<file path="config.mk">
export PLATFORM = sky130hd
export DESIGN_NAME = stx_tx_path
export DESIGN_NICKNAME = d
export VERILOG_FILES = /design/src/hdl/stx_pkg.sv /design/src/hdl/stx_fifo.sv /design/src/hdl/stx_tx_path.sv
export SDC_FILE = /design/constraint.sdc
export NUM_CORES = 1
export LEC_CHECK = 0
export ABC_AREA = 1
export BUFFER_PORTS_ARGS = -buffer_cell sky130_fd_sc_hd__buf_2
export CORE_ASPECT_RATIO = 0.9
export CORE_MARGIN = 2
export CORE_UTILIZATION = 48
export CTS_BUF_LIST = sky130_fd_sc_hd__clkbuf_2 sky130_fd_sc_hd__clkbuf_4 sky130_fd_sc_hd__clkbuf_8
export DETAILED_ROUTE_END_ITERATION = 12
export PLACE_DENSITY = 0.67
export SETUP_SLACK_MARGIN = 0.2
export SYNTH_ARGS = -nofsm -noshare
export SYNTH_HDL_FRONTEND = slang
export SYNTH_SLANG_ARGS = --single-unit
</file>
<file path="constraint.sdc">
create_clock -name core_clk_in -period 15 [get_ports core_clk_in]
set_input_delay 2.25 -clock core_clk_in [delete_from_list [all_inputs] [get_ports core_clk_in]]
set_output_delay 2.25 -clock core_clk_in [all_outputs]
set_load 0.005 [all_outputs]
</file>
<file path="src/hdl/stx_pkg.sv">
/*
 * Constants for the 8b/10b transmit path: word layout, pacing and latency.
 * Assumes a single core clock; every other rate is derived from it.
 */
`default_nettype none
package stx_pkg;
    // ==========================================================
    // Word layout
    localparam int WORD_BITS     = 16;
    localparam int BYTE_BITS     = 8;
    localparam int CHAR_BITS     = 10;
    localparam int SER_BITS      = 20;
    localparam int LOW_BYTE_POS  = 0;
    localparam int HIGH_BYTE_POS = 8;
    localparam int LOW_CHAR_POS  = 0;
    localparam int HIGH_CHAR_POS = 10;
    // ==========================================================
    // Rates and latency
    localparam int BIT_CLK_MULT  = 10;
    localparam int BITS_PER_WORD = 2 * BIT_CLK_MULT;
    localparam int FIFO_DEPTH    = 8;
    localparam int LAT_BIT_TIMES = 36;
    // Counted from the pin edge, so the two synchroniser stages are part of it
    localparam int LAT_PIPE      = 6;
    localparam int LAT_WAIT      = LAT_BIT_TIMES - LAT_PIPE;
    // ==========================================================
    // Reset disparity and the K28 block code
    localparam logic RD_RESET    = 1'b0;
    localparam logic [4:0] K28_X = 5'h1C;
    // ==========================================================
    // Serializer states, Gray coded along idle, wait, run
    typedef enum logic [1:0] {
        STX_IDLE = 2'b00,
        STX_WAIT = 2'b01,
        STX_RUN  = 2'b11
    } stx_state_e;
endpackage
`default_nettype wire

</file>
<file path="src/hdl/stx_fifo.sv">
/*
 * Synchronous FIFO with valid and ready on both sides.
 * Assumes one clock and a synchronous active-high reset.
 */
`default_nettype none
module stx_fifo #(
    parameter int WIDTH = 20,
    parameter int DEPTH = 8
) (
    // Clock and reset
    input  wire logic             core_clk_in,
    input  wire logic             rst_in,
    // Fill side
    input  wire logic             in_valid_in,
    input  wire logic [WIDTH-1:0] in_data_in,
    output logic                  in_ready_out,
    // Drain side
    output logic                  out_valid_out,
    output logic      [WIDTH-1:0] out_data_out,
    input  wire logic             out_ready_in
);
    localparam int AW = $clog2(DEPTH);

    logic [WIDTH-1:0] mem [DEPTH];
    logic [AW-1:0]    wr_ptr;
    logic [AW-1:0]    rd_ptr;
    logic [AW:0]      count;
    logic             do_wr;
    logic             do_rd;

    assign in_ready_out  = (count != (AW+1)'(DEPTH));
    assign out_valid_out = (count != '0);
    assign out_data_out  = mem[rd_ptr];
    assign do_wr         = in_valid_in && in_ready_out;
    assign do_rd         = out_valid_out && out_ready_in;

    // ==========================================================
    // Storage
    always_ff @(posedge core_clk_in) begin
        if (do_wr) begin
            mem[wr_ptr] <= in_data_in;
        end
    end

    // ==========================================================
    // Pointers and occupancy
    always_ff @(posedge core_clk_in) begin
        if (rst_in) begin
            wr_ptr <= '0;
            rd_ptr <= '0;
            count  <= '0;
        end else begin
            if (do_wr) begin
                wr_ptr <= (wr_ptr == AW'(DEPTH - 1)) ? '0 : wr_ptr + 1'b1;
            end
            if (do_rd) begin
                rd_ptr <= (rd_ptr == AW'(DEPTH - 1)) ? '0 : rd_ptr + 1'b1;
            end
            if (do_wr && !do_rd) begin
                count <= count + 1'b1;
            end else if (do_rd && !do_wr) begin
                count <= count - 1'b1;
            end
        end
    end
endmodule
`default_nettype wire

</file>
<file path="src/hdl/stx_tx_path.sv">
/*
 * 8b/10b transmit path: word capture, two encoders, FIFO, serializer.
 * Assumes the reference clock and word pins are asynchronous to core_clk_in
 * and that the reference rate is one twentieth of the core rate.
 */
//
// Behaviour
// RULE1 - A high low-byte K flag sends the low byte as a control character, else as data.
// RULE2 - A high high-byte K flag sends the high byte as a control character, else as data.
// RULE3 - The word and both K flags are captured on each rising reference clock edge.
// RULE4 - The far side supplies a continuous reference clock of 80 to 135 MHz.
// RULE5 - The far side holds word and flags stable around each rising reference edge.
// RULE6 - An internal bit clock at ten times the reference rate drives the serializer.
// RULE7 - One bit leaves on each edge of the bit clock, twenty bits per word.
// RULE8 - Each serialized word goes out bit zero first.
// RULE9 - Load to bit zero latency is fixed once running, within 34 to 38 bit times.
// RULE10 - The word splits into low and high bytes, each with its own encoder.
// RULE11 - Each encoder turns 8 bits into a 10-bit character, 20 bits per word.
// RULE12 - Encoding follows the standard 8b/10b code with running disparity.
// RULE13 - The low-byte character is sent before the high-byte character.
`default_nettype none
module stx_tx_path
    import stx_pkg::*;
(
    // Clock and reset
    input  wire logic                 core_clk_in,
    input  wire logic                 rst_in,
    // Parallel transmit pins
    input  wire logic                 tx_reference_clock_in,
    input  wire logic [WORD_BITS-1:0] tx_parallel_word_in,
    input  wire logic                 tx_kflag_low_byte_in,
    input  wire logic                 tx_kflag_high_byte_in,
    // Serial side
    output logic                      tx_serial_out,
    output logic                      tx_bit_clock_out,
    output logic                      tx_ready_out
);
    // ==========================================================
    // 8b/10b encoding, output bit 0 is the first bit on the line
    function automatic logic [10:0] enc8b10b(input logic [7:0] b, input logic k,
                                             input logic rd);
        logic [5:0] s6;
        logic [3:0] s4;
        logic [4:0] x;
        logic [2:0] y;
        logic       rd6;
        logic       k28;
        logic       alt7;
        logic [9:0] c;
        logic [9:0] r;
        x   = b[4:0];
        y   = b[7:5];
        k28 = k && (x == K28_X);
        case (x)
            5'h00: s6 = 6'b100111;  5'h01: s6 = 6'b011101;
            5'h02: s6 = 6'b101101;  5'h03: s6 = 6'b110001;
            5'h04: s6 = 6'b110101;  5'h05: s6 = 6'b101001;
            5'h06: s6 = 6'b011001;  5'h07: s6 = 6'b111000;
            5'h08: s6 = 6'b111001;  5'h09: s6 = 6'b100101;
            5'h0A: s6 = 6'b010101;  5'h0B: s6 = 6'b110100;
            5'h0C: s6 = 6'b001101;  5'h0D: s6 = 6'b101100;
            5'h0E: s6 = 6'b011100;  5'h0F: s6 = 6'b010111;
            5'h10: s6 = 6'b011011;  5'h11: s6 = 6'b100011;
            5'h12: s6 = 6'b010011;  5'h13: s6 = 6'b110010;
            5'h14: s6 = 6'b001011;  5'h15: s6 = 6'b101010;
            5'h16: s6 = 6'b011010;  5'h17: s6 = 6'b111010;
            5'h18: s6 = 6'b110011;  5'h19: s6 = 6'b100110;
            5'h1A: s6 = 6'b010110;  5'h1B: s6 = 6'b110110;
            5'h1C: s6 = 6'b001110;  5'h1D: s6 = 6'b101110;
            5'h1E: s6 = 6'b011110;  default: s6 = 6'b101011;
        endcase
        if (k28) begin
            s6 = 6'b001111;
        end
        // Unbalanced blocks and D.7 invert under positive disparity
        if (rd && (($countones(s6) != 3) || (x == 5'h07))) begin
            s6 = ~s6;
        end
        rd6 = rd ^ ($countones(s6) != 3);
        case (y)
            3'h0: s4 = 4'b1011;  3'h1: s4 = 4'b1001;
            3'h2: s4 = 4'b0101;  3'h3: s4 = 4'b1100;
            3'h4: s4 = 4'b1101;  3'h5: s4 = 4'b1010;
            3'h6: s4 = 4'b0110;  default: s4 = 4'b1110;
        endcase
        // Alternate x.7 avoids a run of five equal bits across the boundary
        alt7 = (y == 3'h7) && (k || (!rd6 && (x == 5'h11 || x == 5'h12 || x == 5'h14))
               || (rd6 && (x == 5'h0B || x == 5'h0D || x == 5'h0E)));
        if (alt7) begin
            s4 = 4'b0111;
        end
        if (rd6 && (($countones(s4) != 2) || (y == 3'h3))) begin
            s4 = ~s4;
        end
        if (k28 && !rd6 && ($countones(s4) == 2) && (y != 3'h3)) begin
            s4 = ~s4;
        end
        c = {s6, s4};
        // Reverse in its own statement; a stream cannot sit inside a concatenation
        r = {<<{c}};
        return {rd6 ^ ($countones(s4) != 2), r}; // RULE8
    endfunction

    // ==========================================================
    // Pin synchronisers; the second stage is the only reader of the first
    logic                 ref_s1;
    logic                 ref_s2;
    logic                 ref_s3;
    logic [WORD_BITS+1:0] pin_s1;
    logic [WORD_BITS+1:0] pin_s2;

    always_ff @(posedge core_clk_in) begin
        ref_s1 <= tx_reference_clock_in;
        ref_s2 <= ref_s1;
        ref_s3 <= ref_s2;
        pin_s1 <= {tx_kflag_high_byte_in, tx_kflag_low_byte_in, tx_parallel_word_in};
        pin_s2 <= pin_s1;
    end

    // ==========================================================
    // Capture on the rising reference edge
    logic                 cap_valid;
    logic [WORD_BITS-1:0] cap_word;
    logic                 cap_k_low;
    logic                 cap_k_high;

    always_ff @(posedge core_clk_in) begin
        if (rst_in) begin
            cap_valid  <= 1'b0;
            cap_word   <= '0;
            cap_k_low  <= 1'b0;
            cap_k_high <= 1'b0;
        end else begin
            cap_valid <= ref_s2 && !ref_s3; // RULE3
            if (ref_s2 && !ref_s3) begin
                cap_word   <= pin_s2[WORD_BITS-1:0]; // RULE3
                cap_k_low  <= pin_s2[WORD_BITS];
                cap_k_high <= pin_s2[WORD_BITS+1];
            end
        end
    end

    // ==========================================================
    // Two encoders chained through one running disparity
    logic [10:0]         enc_low;
    logic [10:0]         enc_high;
    logic                run_disp;
    logic                enc_valid;
    logic [SER_BITS-1:0] enc_word;
    logic                fifo_in_ready;

    // RULE10 RULE11 RULE12
    assign enc_low  = enc8b10b(cap_word[LOW_BYTE_POS +: BYTE_BITS], cap_k_low, run_disp); // RULE1
    assign enc_high = enc8b10b(cap_word[HIGH_BYTE_POS +: BYTE_BITS], cap_k_high,
                               enc_low[CHAR_BITS]); // RULE2

    always_ff @(posedge core_clk_in) begin
        if (rst_in) begin
            run_disp  <= RD_RESET;
            enc_valid <= 1'b0;
            enc_word  <= '0;
        end else begin
            // A word arriving into a full FIFO is dropped, disparity left untouched
            enc_valid <= cap_valid && fifo_in_ready;
            if (cap_valid && fifo_in_ready) begin
                run_disp <= enc_high[CHAR_BITS]; // RULE12
                enc_word <= {enc_high[CHAR_BITS-1:0], enc_low[CHAR_BITS-1:0]}; // RULE13
            end
        end
    end

    // ==========================================================
    // Word buffer between encoder and serializer
    logic                fifo_out_valid;
    logic [SER_BITS-1:0] fifo_out_data;
    logic                fifo_pop;

    stx_fifo #(
        .WIDTH (SER_BITS),
        .DEPTH (FIFO_DEPTH)
    ) u_fifo (
        .core_clk_in   (core_clk_in),
        .rst_in        (rst_in),
        .in_valid_in   (enc_valid),
        .in_data_in    (enc_word),
        .in_ready_out  (fifo_in_ready),
        .out_valid_out (fifo_out_valid),
        .out_data_out  (fifo_out_data),
        .out_ready_in  (fifo_pop)
    );

    always_ff @(posedge core_clk_in) begin
        if (rst_in) begin
            tx_ready_out <= 1'b0;
        end else begin
            tx_ready_out <= fifo_in_ready;
        end
    end

    // ==========================================================
    // Bit clock: toggles each core cycle, so every rising core edge is one bit-clock edge
    always_ff @(posedge core_clk_in) begin
        if (rst_in) begin
            tx_bit_clock_out <= 1'b0;
        end else begin
            tx_bit_clock_out <= !tx_bit_clock_out; // RULE6
        end
    end

    // ==========================================================
    // Serializer; the start wait fixes the latency for the whole stream
    stx_state_e          state;
    logic [5:0]          wait_cnt;
    logic [4:0]          bit_cnt;
    logic [SER_BITS-1:0] shift;

    assign fifo_pop = fifo_out_valid && (((state == STX_WAIT) && (wait_cnt == '0))
                      || ((state == STX_RUN) && (bit_cnt == 5'(BITS_PER_WORD - 1))));

    always_ff @(posedge core_clk_in) begin
        if (rst_in) begin
            state    <= STX_IDLE;
            wait_cnt <= '0;
            bit_cnt  <= '0;
        end else begin
            case (state)
                STX_IDLE: begin
                    if (fifo_out_valid) begin
                        state    <= STX_WAIT;
                        wait_cnt <= 6'(LAT_WAIT); // RULE9
                    end
                end
                STX_WAIT: begin
                    if (wait_cnt != '0) begin
                        wait_cnt <= wait_cnt - 1'b1;
                    end else begin
                        state   <= STX_RUN;
                        bit_cnt <= '0;
                    end
                end
                STX_RUN: begin
                    if (bit_cnt != 5'(BITS_PER_WORD - 1)) begin
                        bit_cnt <= bit_cnt + 1'b1; // RULE7
                    end else if (fifo_pop) begin
                        bit_cnt <= '0;
                    end else begin
                        // Underrun: drop back and realign latency on the next word
                        state <= STX_IDLE;
                    end
                end
                default: begin
                    state <= STX_IDLE;
                end
            endcase
        end
    end

    always_ff @(posedge core_clk_in) begin
        if (rst_in) begin
            shift         <= '0;
            tx_serial_out <= 1'b0;
        end else if (fifo_pop) begin
            shift         <= fifo_out_data >> 1;
            tx_serial_out <= fifo_out_data[0]; // RULE8
        end else if (state == STX_RUN) begin
            shift         <= shift >> 1; // RULE7 RULE13
            tx_serial_out <= shift[0];
        end else begin
            tx_serial_out <= 1'b0;
        end
    end
endmodule
`default_nettype wire

</file>
==> summary.log, run 1 <==
INFO  floorplan      fp.dieArea=0.02867mm²
INFO  timing         hold_violations=0
INFO  critical_path  r2r_end=run_disp$_SDFFE_PP0P_
INFO  critical_path  cp.depth=91
INFO  timing         skew=0.02181ns
INFO  layout         design.final.nets=1426
INFO  logic_synthesis synth-compound-area-share=0.09682
INFO  clock_network  cts_root_buffer=sky130_fd_sc_hd__clkbuf_8
INFO  critical_path  critical_path_buf_inv_count=21
INFO  layout         synthesis_to_finish_area_growth=17.65%
INFO  global_route   gr-usage-all-layers=0.1970
INFO  layout         final_layout_size_suffix_gt1_frac=0.2217
INFO  placement      numPortBuffers=23
INFO  timing         post-route-min-period=14.87ns
INFO  critical_path  setup.worst_path.end=run_disp$_SDFFE_PP0P_
INFO  logic_synthesis synth_xor_area_frac=0.01641
INFO  floorplan      i_o_pin_cnt=24
INFO  detailed_routing postRouteWirelength=27800µm
INFO  placement      detailedPlacementHpwl=16170µm
INFO  floorplan      core_area=0.02696mm²
INFO  logic_synthesis postSynthRegisterBits=300
INFO  critical_path  timing.critical_path.arrival=15.32ns
INFO  logic_synthesis syn_avg_cell_area=10.36µm²
INFO  floorplan      die_h=160.8µm
INFO  logic_synthesis synthesis.area=0.01312mm²
INFO  floorplan      rows=57
INFO  timing         timing.final.crit_share=0.9911
INFO  status         status=finished clean
INFO  critical_path  crit_start=cap_word[3]$_SDFFE_PP0P_
INFO  clock_network  tritoncts_clock_tree=done
INFO  critical_path  worst_path_max_delay_cell=sky130_fd_sc_hd__fa_1
INFO  clock_network  cts_sinks=300
INFO  global_route   grt_first_pass_wirelength=44660µm
INFO  critical_path  worstReg2RegStart=cap_word[3]$_SDFFE_PP0P_
INFO  timing         finalSetupViolCount=0
INFO  logic_synthesis synth-simple-area-share=0.1607
INFO  clock_network  numCtsBuffers=47
INFO  critical_path  startpoint_type=register
INFO  timing         tightest_slew=1.060ns
INFO  placement      gp_routability_congestion=0.8612
INFO  timing         setup-tns-final=0ns
INFO  logic_synthesis synth.yosys.seq_area_share=0.5800
INFO  logic_synthesis warnings_from_yosys=0
INFO  critical_path  cpLargestDelayFamily=adder cells
INFO  hold_path      worstHoldPathType=register to register
INFO  critical_path  worst_stage_delay_on_the_critical_path=0.54ns
INFO  timing         setup_repair_after_global_routing_missed_its_margin=true
INFO  clock_network  ctsHtreeMaxLevel=2
INFO  logic_synthesis largest_family_of_logic_cells_by_synthesized_area=simple AND/OR/NAND/NOR gates
INFO  detailed_routing detail_route.wl_per_cell=15.99µm
INFO  detailed_routing detailroute.via_count=9052
INFO  detailed_routing vias_per_cell=5.205
INFO  layout         num_antenna_cells=0
INFO  logic_synthesis synthCells=1266
INFO  layout         fill_cells=2270
INFO  clock_network  cts-hold-fix-buffers=0
INFO  logic_synthesis multiplexer_share_of_the_synthesized_area=0.02747
INFO  detailed_routing drc_violations_left=0
INFO  floorplan      die_w=178.2µm
INFO  global_route   grt.overflow.total=0
INFO  critical_path  r2r_cells=91
INFO  logic_synthesis synth_edf_count=160
INFO  logic_synthesis synth_cell_type_count=60
INFO  logic_synthesis dominantRegCellSynth=sky130_fd_sc_hd__edfxtp_1
INFO  job            drv_cap=0
INFO  critical_path  criticalPathCategory=register to register
INFO  clock_network  clk_path_buf_depth=3
INFO  detailed_routing number_of_antenna_violating_nets_in_the_routed_design=0
INFO  timing         timing.final.max_slew_violations=0
INFO  clock_network  cts_clk_pin_slew_worst_paths=0.07ns
INFO  global_route   maximum_number_of_pins_on_one_net_before_global_route_repair=81
INFO  clock_network  worstSkewPairLatency=0.58ns
INFO  timing         relSlewSlack=0.2936
INFO  global_route   grt_pass1_vias=8906
INFO  logic_synthesis synth_fa_ha_area_frac=0.06372
INFO  detailed_routing detailedRoute.firstPassIterationCount=5
INFO  critical_path  worst_ep_required_time=15.46ns
INFO  logic_synthesis syn_nets=1346
INFO  critical_path  setup.reg_to_reg.worst_slack=0.13ns
INFO  global_route   grt_antenna_before_repair=0
INFO  critical_path  crit_path_end_kind=register
INFO  critical_path  worst-path-max-fanout=4
INFO  logic_synthesis async_flop_share=0
INFO  timing         clock.fmax=67.27MHz
INFO  detailed_routing number_of_drc_violations_after_detailed_routing_iteration_0=584
INFO  floorplan      start_util=0.4865
[how the worst min path moves through the flow]
stage	from	end	slack [ns]	cells after the start
finish	pin_s1[13]$_DFF_P_	pin_s2[13]$_DFF_P_	0.32	0
global route	pin_s1[0]$_DFF_P_	pin_s2[0]$_DFF_P_	0.33	0
CTS	pin_s1[13]$_DFF_P_	pin_s2[13]$_DFF_P_	0.33	0
detailed placement	pin_s1[4]$_DFF_P_	pin_s2[4]$_DFF_P_	0.31	0
global placement	pin_s1[0]$_DFF_P_	pin_s2[0]$_DFF_P_	0.31	0
floorplan	pin_s1[0]$_DFF_P_	pin_s2[0]$_DFF_P_	0.31	0
[synthesized netlist by cell type (3+ instances only)]
cell / number / area share
sky130_fd_sc_hd__nand3_2: 5 / 0.0038
sky130_fd_sc_hd__inv_2: 7 / 0.0020
sky130_fd_sc_hd__xor2_1: 11 / 0.0073
sky130_fd_sc_hd__o21ai_0: 102 / 0.039
sky130_fd_sc_hd__and3_1: 4 / 0.0019
sky130_fd_sc_hd__ha_1: 46 / 0.044
sky130_fd_sc_hd__nand3_1: 81 / 0.031
sky130_fd_sc_hd__a31oi_1: 3 / 0.0014
sky130_fd_sc_hd__clkinv_1: 4 / 0.0011
sky130_fd_sc_hd__nor3b_1: 4 / 0.0023
sky130_fd_sc_hd__xnor2_1: 8 / 0.0053
sky130_fd_sc_hd__a21oi_1: 33 / 0.013
sky130_fd_sc_hd__buf_4: 3 / 0.0017
sky130_fd_sc_hd__clkbuf_1: 32 / 0.0092
sky130_fd_sc_hd__o221ai_1: 37 / 0.025
sky130_fd_sc_hd__buf_2: 14 / 0.0053
sky130_fd_sc_hd__nand2_2: 8 / 0.0038
sky130_fd_sc_hd__o22ai_1: 3 / 0.0014
sky130_fd_sc_hd__edfxtp_1: 160 / 0.37
sky130_fd_sc_hd__fa_1: 13 / 0.020
sky130_fd_sc_hd__nand2_4: 3 / 0.0026
sky130_fd_sc_hd__or2_2: 9 / 0.0043
sky130_fd_sc_hd__dfxtp_1: 140 / 0.21
sky130_fd_sc_hd__o21ai_1: 4 / 0.0015
sky130_fd_sc_hd__nand4_1: 6 / 0.0029
sky130_fd_sc_hd__nand2_1: 153 / 0.044
sky130_fd_sc_hd__nor2_1: 152 / 0.043
sky130_fd_sc_hd__inv_1: 123 / 0.035
sky130_fd_sc_hd__o211ai_1: 4 / 0.0023
sky130_fd_sc_hd__nor3_1: 18 / 0.0069
sky130_fd_sc_hd__nor3_2: 3 / 0.0023
sky130_fd_sc_hd__mux2i_1: 36 / 0.027
[layout make-up]
type,count,area [µm²],area share
Inverter,134,510.5,0.03308
Timing Repair Buffer,81,554.3,0.03592
Tap cell,354,442.9,0.02870
Clock buffer,79,943.4,0.06114
Multi-Input combinational cell,782,5275,0.3418
Clock inverter,9,88.84,0.005757
Sequential cell,300,7616,0.4936
[stage by stage]
| step | hold WS, ns | util | area, µm² | cells | setup slack [ns] |
|---|---|---|---|---|---|
| after detailed placement | 0.3132 | 0.5177 | 13960 | 1626 | -0.3588 |
| after global placement | 0.3121 | 0.5177 | 13960 | 1626 | 0.03846 |
| final | 0.3213 | 0.5724 | 15430 | 1739 | 0.1335 |
| after global routing | 0.3325 | 0.5724 | 15430 | 1739 | -0.6222 |
| after floorplan | 0.3096 | - | 13340 | 1266 | -0.005796 |
| after CTS | 0.3266 | 0.5651 | 15230 | 1729 | 0.03472 |
[cell usage in the layout (no fill, tap or decap), types with 4 or more instances in the layout]
cell type / instances
sky130_fd_sc_hd__clkinv_1: 4
sky130_fd_sc_hd__nor2_1: 140
sky130_fd_sc_hd__dfxtp_2: 4
sky130_fd_sc_hd__ha_4: 12
sky130_fd_sc_hd__or2_2: 6
sky130_fd_sc_hd__inv_1: 109
sky130_fd_sc_hd__mux2i_1: 36
sky130_fd_sc_hd__fa_1: 13
sky130_fd_sc_hd__buf_2: 23
sky130_fd_sc_hd__clkinv_2: 4
sky130_fd_sc_hd__nor3_2: 5
sky130_fd_sc_hd__ha_2: 6
sky130_fd_sc_hd__xnor2_2: 6
sky130_fd_sc_hd__edfxtp_1: 160
sky130_fd_sc_hd__o21ai_0: 101
sky130_fd_sc_hd__nand2_2: 17
sky130_fd_sc_hd__nand2_4: 9
sky130_fd_sc_hd__o211ai_1: 4
sky130_fd_sc_hd__o21ai_1: 4
sky130_fd_sc_hd__nand3_2: 8
sky130_fd_sc_hd__ha_1: 28
sky130_fd_sc_hd__nand4_1: 6
sky130_fd_sc_hd__nor3_1: 16
sky130_fd_sc_hd__nor2_4: 4
sky130_fd_sc_hd__buf_4: 57
sky130_fd_sc_hd__xor2_2: 4
sky130_fd_sc_hd__clkbuf_4: 23
sky130_fd_sc_hd__o221ai_1: 37
sky130_fd_sc_hd__nor2_2: 11
sky130_fd_sc_hd__clkbuf_8: 56
sky130_fd_sc_hd__nand2_1: 138
sky130_fd_sc_hd__nand3_4: 4
sky130_fd_sc_hd__nand3_1: 74
sky130_fd_sc_hd__inv_2: 19
sky130_fd_sc_hd__a21oi_1: 33
sky130_fd_sc_hd__xor2_1: 9
sky130_fd_sc_hd__dfxtp_1: 135
[flip-flops by register name, summed over array words and instances (netlist names), named ones only]
name	count
pin_s2	18
cap_k_high	1
wait_cnt	6
run_disp	1
cap_valid	1
ref_s1	1
shift	19
ref_s3	1
u_fifo.count	4
u_fifo.mem	160
tx_serial_out	1
enc_word	20
tx_bit_clock_out	1
enc_valid	1
ref_s2	1
u_fifo.rd_ptr	3
pin_s1	18
state	2
u_fifo.wr_ptr	3
cap_word	16
cap_k_low	1
bit_cnt	5
tx_ready_out	1
[cell families after synthesis]
kind of cell	count (synthesis)
buffers and inverters	184
muxes	36
AOI/OAI and AO/OA	205
adders and majority gates	59
DFF	300
and+or+nand+nor	460
xor gates and xnor gates	22
[layer usage]
layer | up-vias | routed length, µm | track usage
met5 | - | 0 | 0
met4 | 0 | 605 | 0.05728
met3 | 51 | 1529 | 0.03409
met2 | 197 | 13310 | 0.3307
met1 | 4279 | 12360 | 0.2627
li1 | 4525 | - | -
[timing repair]
| item | in CTS | in global routing |
|---|---|---|
| endpoints found under the hold margin | 0 | 0 |
| buffers inserted | 15 | 10 |
| resized for setup | 22 | 21 |
| setup endpoints to repair | 1 | 5 |
| pin swaps | 32 | 42 |
Power of run 1 is left out: the tool's default activity adds up to more than one toggle a clock period on the data nets, which glitch-free logic cannot reach.
==> run 2, diff against run 1 <==
--- a/config.mk
+++ b/config.mk
@@ -7,7 +7,7 @@
 export LEC_CHECK = 0
 export ABC_AREA = 1
 export BUFFER_PORTS_ARGS = -buffer_cell sky130_fd_sc_hd__buf_2
-export CORE_ASPECT_RATIO = 0.9
+export CORE_ASPECT_RATIO = 2
 export CORE_MARGIN = 2
 export CORE_UTILIZATION = 48
 export CTS_BUF_LIST = sky130_fd_sc_hd__clkbuf_2 sky130_fd_sc_hd__clkbuf_4 sky130_fd_sc_hd__clkbuf_8
==> summary.log, run 2 (synthesized netlist as in run 1, its figures left out) <==
INFO  layout         design.final.nets=1403 [-1.6%]
INFO  layout         mostFrequentLayoutCell=sky130_fd_sc_hd__edfxtp_1
INFO  timing         hold_violations=0 [unchanged]
INFO  timing         post-route-min-period=14.89ns [+0.02219 ns]
INFO  timing         setup_repair_after_global_routing_missed_its_margin=true
INFO  clock_network  worstSkewPairLatency=0.55ns [-0.03 ns]
INFO  clock_network  cts_root_buffer=sky130_fd_sc_hd__clkbuf_8
INFO  layout         final_cell_mix=sky130_fd_sc_hd__edfxtp_1 (160), sky130_fd_sc_hd__nand2_1 (142), sky130_fd_sc_hd__nor2_1 (139)
INFO  timing         timing.final.max_slew_violations=0 [unchanged]
INFO  global_route   maximum_number_of_pins_on_one_net_before_global_route_repair=64 [-21%]
INFO  detailed_routing detailroute.via_count=9106 [+0.60%]
INFO  timing         skew=0.02610ns [+0.004286 ns]
INFO  critical_path  startpoint_type=register
INFO  critical_path  criticalPathCategory=register to register
INFO  critical_path  worst_path_max_delay_cell=sky130_fd_sc_hd__fa_1
INFO  timing         relSlewSlack=0.3481 [+0.05450]
INFO  critical_path  worst-path-max-fanout=5 [+1]
INFO  floorplan      die_w=120.9µm [-32%]
INFO  status         status=finished clean
INFO  floorplan      core_area=0.02691mm² [-0.19%]
INFO  global_route   grt_first_pass_wirelength=45460µm [+1.8%]
INFO  placement      gp_routability_congestion=0.8357 [-3.0%]
INFO  floorplan      i_o_pin_cnt=24 [unchanged]
INFO  critical_path  timing.critical_path.arrival=15.34ns [+0.02 ns]
INFO  critical_path  path_common_cell=sky130_fd_sc_hd__inv_2
INFO  clock_network  cts_sinks=300 [unchanged]
INFO  detailed_routing number_of_antenna_violating_nets_in_the_routed_design=0 [unchanged]
INFO  detailed_routing vias_per_cell=5.344 [+2.7%]
INFO  layout         fill_cells=2279 [+0.40%]
INFO  detailed_routing detailedRoute.firstPassIterationCount=7 [+2]
INFO  detailed_routing detail_route.wl_per_cell=16.72µm [+4.6%]
INFO  critical_path  crit_path_end_kind=register
INFO  detailed_routing drc_violations_left=0 [unchanged]
INFO  timing         clock.fmax=67.17MHz [-0.15%]
INFO  timing         finalSetupViolCount=0 [unchanged]
INFO  placement      dpl_cell_area=0.01396mm² [about the same]
INFO  detailed_routing number_of_drc_violations_after_detailed_routing_iteration_0=499 [-15%]
INFO  job            drv_cap=0 [unchanged]
INFO  critical_path  worst_stage_delay_on_the_critical_path=0.56ns [+0.02 ns]
INFO  clock_network  ctsHtreeMaxLevel=2 [unchanged]
INFO  global_route   grt.overflow.total=0 [unchanged]
INFO  detailed_routing postRouteWirelength=28490µm [+2.5%]
INFO  clock_network  tritoncts_clock_tree=done
INFO  layout         synthesis_to_finish_area_growth=14.89%
INFO  placement      detailedPlacementHpwl=18370µm [+14%]
INFO  global_route   grt_antenna_before_repair=0 [unchanged]
INFO  clock_network  numCtsBuffers=41 [-13%]
INFO  timing         tightest_slew=0.9768ns [-0.08283 ns]
INFO  floorplan      die_h=237.8µm [+48%]
INFO  critical_path  worst_ep_required_time=15.45ns [about the same]
INFO  layout         largest_register_ff_count=160 [unchanged]
INFO  hold_path      worstHoldPathType=register to register
INFO  placement      numPortBuffers=23 [unchanged]
INFO  global_route   grt_pass1_vias=9169 [+3.0%]
INFO  layout         registers_with_the_most_flip_flops=u_fifo.mem (160), enc_word (20), shift (19)
INFO  layout         final_area=0.01507mm² [-2.3%]
INFO  clock_network  clk_path_buf_depth=3 [unchanged]
INFO  layout         top_register=u_fifo.mem
INFO  global_route   gr-usage-all-layers=0.2027 [+0.005684]
INFO  clock_network  cts_clk_pin_slew_worst_paths=0.06ns [about the same]
INFO  timing         timing.final.crit_share=0.9926 [+0.001480]
INFO  layout         final_layout_size_suffix_gt1_frac=0.1978 [-0.02387]
INFO  floorplan      start_util=0.4875 [+0.0009276]
INFO  floorplan      fp.dieArea=0.02874mm² [+0.28%]
INFO  floorplan      rows=85 [+49%]
==> run 2: metrics by stage <==
step	setup TNS [ns]	std cells	hold slack (ns)	utilization	setup slack, ns
after floorplan	-0.005796	1266	0.3096	-	-0.005796
after global placement	0	1617	0.3102	0.5189	0.04672
after detailed placement	-0.2746	1617	0.3121	0.5189	-0.2746
after CTS	0	1700	0.3273	0.5573	0.01313
after global routing	-0.6764	1703	0.3307	0.5600	-0.6764
final	0	1704	0.3254	0.5601	0.1113
==> run 2: final timing paths <==
| check | startpoint | to | slack [ns] | cells past startpoint |
|---|---|---|---|---|
| worst max-delay path | cap_word[3]$_SDFFE_PP0P_ | run_disp$_SDFFE_PP0P_ | 0.11 | 95 |
| worst min-delay path | pin_s1[14]$_DFF_P_ | pin_s2[14]$_DFF_P_ | 0.33 | 0 |
| worst max register to register | cap_word[3]$_SDFFE_PP0P_ | run_disp$_SDFFE_PP0P_ | 0.11 | 95 |
| worst min register to register | pin_s1[14]$_DFF_P_ | pin_s2[14]$_DFF_P_ | 0.33 | 0 |
==> run 2: layer usage <==
layer	vias to the layer above	global-route usage	wire length, µm	part of all wire
li1	4473	-	-	-
met1	4350	0.1993	9965	0.35
met2	218	0.4040	16360	0.57
met3	65	0.02567	1105	0.039
met4	0	0.09373	1056	0.037
met5	-	0	0	0
==> run 2: final cells by class <==
| type | count | area, µm² | area share |
|---|---|---|---|
| clock inverter | 14 | 121.4 | 0.008054 |
| multi-input combinational | 782 | 5192 | 0.3446 |
| tap | 348 | 435.4 | 0.02889 |
| timing repair buffer | 64 | 430.4 | 0.02856 |
| sequential | 300 | 7617 | 0.5055 |
| inverter | 134 | 505.5 | 0.03354 |
| clock buffer | 61 | 764.5 | 0.05073 |
| antenna | 1 | 2.502 | 0.0001661 |
==> run 2: critical path: cells and delay by family, from the launching register on <==
kind,cells,cell delay (ns)
flops,1,0.32
xor+xnor,3,0.44
buf+inv,20,1.15
fa+ha+maj,30,8.63
compound gates,3,0.55
simple gates,39,3.72
==> run 2: timing repair <==
| action | CTS | global route |
|---|---|---|
| endpoints found under the setup margin | 1 | 5 |
| buffers inserted | 8 | 3 |
| resized for setup | 16 | 9 |
| hold buffers | 0 | 0 |
| pin swaps | 19 | 2 |
Power of run 2 is left out for the same reason.
==> run 3, diff against run 2 <==
==> constraint.sdc (replaced) <==
create_clock -name core_clk_in -period 12.31 [get_ports core_clk_in]
set_input_delay 1.8465 -clock core_clk_in [delete_from_list [all_inputs] [get_ports core_clk_in]]
set_output_delay 1.8465 -clock core_clk_in [all_outputs]
set_load 0.005 [all_outputs]
==> summary.log, run 3 (synthesized netlist as in run 1, its figures left out) <==
INFO  status         status=complete, but fails checks
INFO  status         failed_checks=setup timing
INFO  critical_path  worst_stage_delay_on_the_critical_path=0.58ns [+0.02 ns]
INFO  layout         design.final.nets=1483 [+5.7%]
INFO  global_route   grt_pass1_vias=9641 [+5.1%]
INFO  timing         timing.final.max_slew_violations=0 [unchanged]
INFO  floorplan      fp.dieArea=0.02874mm² [unchanged]
INFO  floorplan      core_area=0.02691mm² [unchanged]
INFO  global_route   use_met1=0.1982 [-0.001174]
INFO  layout         num_antenna_cells=0 [-1]
INFO  clock_network  tritoncts_clock_tree=done
INFO  timing         finalSetupViolCount=5 [+5]
INFO  global_route   gr-usage-all-layers=0.2072 [+0.004488]
INFO  detailed_routing detailroute.via_count=9468 [+4.0%]
INFO  floorplan      die_h=237.8µm [unchanged]
INFO  critical_path  worst-path-max-fanout=5 [unchanged]
INFO  clock_network  clk_path_buf_depth=3 [unchanged]
INFO  placement      numPortBuffers=23 [unchanged]
INFO  layout         fill_cells=2222 [-2.5%]
INFO  clock_network  cts_sinks=300 [unchanged]
INFO  clock_network  worstSkewPairLatency=0.56ns [about the same]
INFO  global_route   grt_most_used_layer=met2
INFO  global_route   maximum_number_of_pins_on_one_net_before_global_route_repair=64 [unchanged]
INFO  detailed_routing vias_per_cell=5.313 [-0.58%]
INFO  timing         relSlewSlack=0.3593 [+0.01125]
INFO  hold_path      worstHoldPathType=register to register
INFO  timing         setup-tns-final=-11.47ns [-11.47 ns]
INFO  clock_network  cts_clk_pin_slew_worst_paths=0.07ns [about the same]
INFO  timing         tightest_slew=0.9600ns [-0.01686 ns]
INFO  floorplan      i_o_pin_cnt=24 [unchanged]
INFO  global_route   global_route.usage.met3=0.02327 [-0.002399]
INFO  placement      gp_routability_congestion=0.8538 [+2.2%]
INFO  critical_path  setup.reg_to_reg.worst_slack=-2.61ns [-2.72 ns]
INFO  timing         timing.final.crit_share=1.212 [+0.2197]
INFO  job            drv_cap=0 [unchanged]
INFO  critical_path  worst_path_max_delay_cell=sky130_fd_sc_hd__fa_1
INFO  clock_network  numCtsBuffers=41 [unchanged]
INFO  detailed_routing number_of_drc_violations_after_detailed_routing_iteration_0=426 [-15%]
INFO  layout         top_register=u_fifo.mem
INFO  timing         post-route-min-period=14.92ns [+0.03466 ns]
INFO  detailed_routing drc_violations_left=0 [unchanged]
INFO  layout         post_layout_instance_count_excluding_filler_cells=1782 [+4.6%]
INFO  timing         skew=0.02300ns [-0.003094 ns]
INFO  timing         clock.fmax=67.01MHz [-0.23%]
INFO  detailed_routing number_of_antenna_violating_nets_in_the_routed_design=0 [unchanged]
INFO  layout         registers_with_the_most_flip_flops=u_fifo.mem (160), enc_word (20), shift (19)
INFO  global_route   grt_antenna_before_repair=0 [unchanged]
INFO  timing         post-route-worst-setup-slack=-2.613ns [-2.725 ns]
INFO  floorplan      start_util=0.4875 [unchanged]
INFO  global_route   global_route_track_usage_on_met2=0.4210 [+0.01702]
INFO  clock_network  cts_root_buffer=sky130_fd_sc_hd__clkbuf_8
INFO  critical_path  crit_path_end_kind=register
INFO  critical_path  timing.critical_path.arrival=15.38ns [+0.04 ns]
INFO  detailed_routing detailedRoute.firstPassIterationCount=5 [-2]
INFO  timing         hold_violations=0 [unchanged]
INFO  placement      detailedPlacementHpwl=18710µm [+1.9%]
INFO  layout         regArea=0.007617mm² [unchanged]
INFO  global_route   grt_first_pass_wirelength=46830µm [+3.0%]
INFO  timing         setup_repair_after_global_routing_missed_its_margin=true
INFO  layout         final_layout_size_suffix_gt1_frac=0.2490 [+0.05117]
INFO  clock_network  ctsHtreeMaxLevel=2 [unchanged]
INFO  layout         synthesis_to_finish_area_growth=20.63%
INFO  layout         multi_input_comb_area=0.005363mm² [+3.3%]
INFO  floorplan      rows=85 [unchanged]
INFO  global_route   grt.overflow.total=0 [unchanged]
INFO  detailed_routing postRouteWirelength=29670µm [+4.1%]
INFO  layout         mostFrequentLayoutCell=sky130_fd_sc_hd__edfxtp_1
INFO  critical_path  path_common_cell=sky130_fd_sc_hd__buf_4
INFO  critical_path  criticalPathCategory=register to register
INFO  critical_path  startpoint_type=register
INFO  layout         final_cell_mix=sky130_fd_sc_hd__edfxtp_1 (160), sky130_fd_sc_hd__nor2_1 (139), sky130_fd_sc_hd__nand2_1 (134), sky130_fd_sc_hd__dfxtp_1 (134), sky130_fd_sc_hd__inv_1 (107)
INFO  floorplan      die_w=120.9µm [unchanged]
INFO  layout         largest_register_ff_count=160 [unchanged]
INFO  placement      dpl.cell_count=1667 [+3.1%]
INFO  critical_path  worst_ep_required_time=12.76ns [-2.69 ns]
INFO  detailed_routing detail_route.wl_per_cell=16.65µm [-0.42%]
INFO  layout         final_util=0.5880 [+0.02799]
run 3: final cells by class:
| class | instances | area share |
|---|---|---|
| clock buffer | 56 | 0.04476 |
| multi-input combinational | 782 | 0.3389 |
| sequential | 300 | 0.4814 |
| clock inverter | 18 | 0.005931 |
| timing repair buffer | 144 | 0.06919 |
| inverter | 134 | 0.03226 |
| tap | 348 | 0.02752 |
run 3: final timing paths:
path | start | to | cells past startpoint
min | pin_s1[2]$_DFF_P_ | pin_s2[2]$_DFF_P_ | 0
max | cap_word[3]$_SDFFE_PP0P_ | run_disp$_SDFFE_PP0P_ | 98
max reg2reg | cap_word[3]$_SDFFE_PP0P_ | run_disp$_SDFFE_PP0P_ | 98
min reg2reg | pin_s1[2]$_DFF_P_ | pin_s2[2]$_DFF_P_ | 0
run 3: critical path: cells and delay by family, from the launching register on:
family | cells | cell delay [ns]
fa+ha+maj | 21 | 6.93
buf+inv | 35 | 3.04
compound gates | 5 | 0.91
xor+xnor | 4 | 0.52
flops | 1 | 0.32
simple gates | 33 | 3.10
run 3: per-layer routing:
metal / up-vias / routed length (µm)
li1: 4612 / -
met1: 4554 / 10210
met2: 212 / 17190
met3: 90 / 957
met4: 0 / 1312
met5: - / 0
run 3: per-stage QoR:
stage          hold WS [ns]  setup WS, ns  cell area, µm²
2_1_floorplan        0.3096        -2.691           13340
3_3_place_gp         0.3107        -2.597           14330
3_5_place_dp         0.3121        -2.907           14330
4_1_cts              0.3270        -2.395           15550
5_1_grt              0.3321        -3.275           15820
6_report             0.3258        -2.613           15820
run 3: what timing repair did:
item	CTS	global route
gates cloned	0	0
buffers inserted	30	11
gates resized for setup	34	41
hold buffers	0	0
endpoints found under the setup margin	5	5
pin swaps	44	19
Power of run 3 is left out for the same reason.
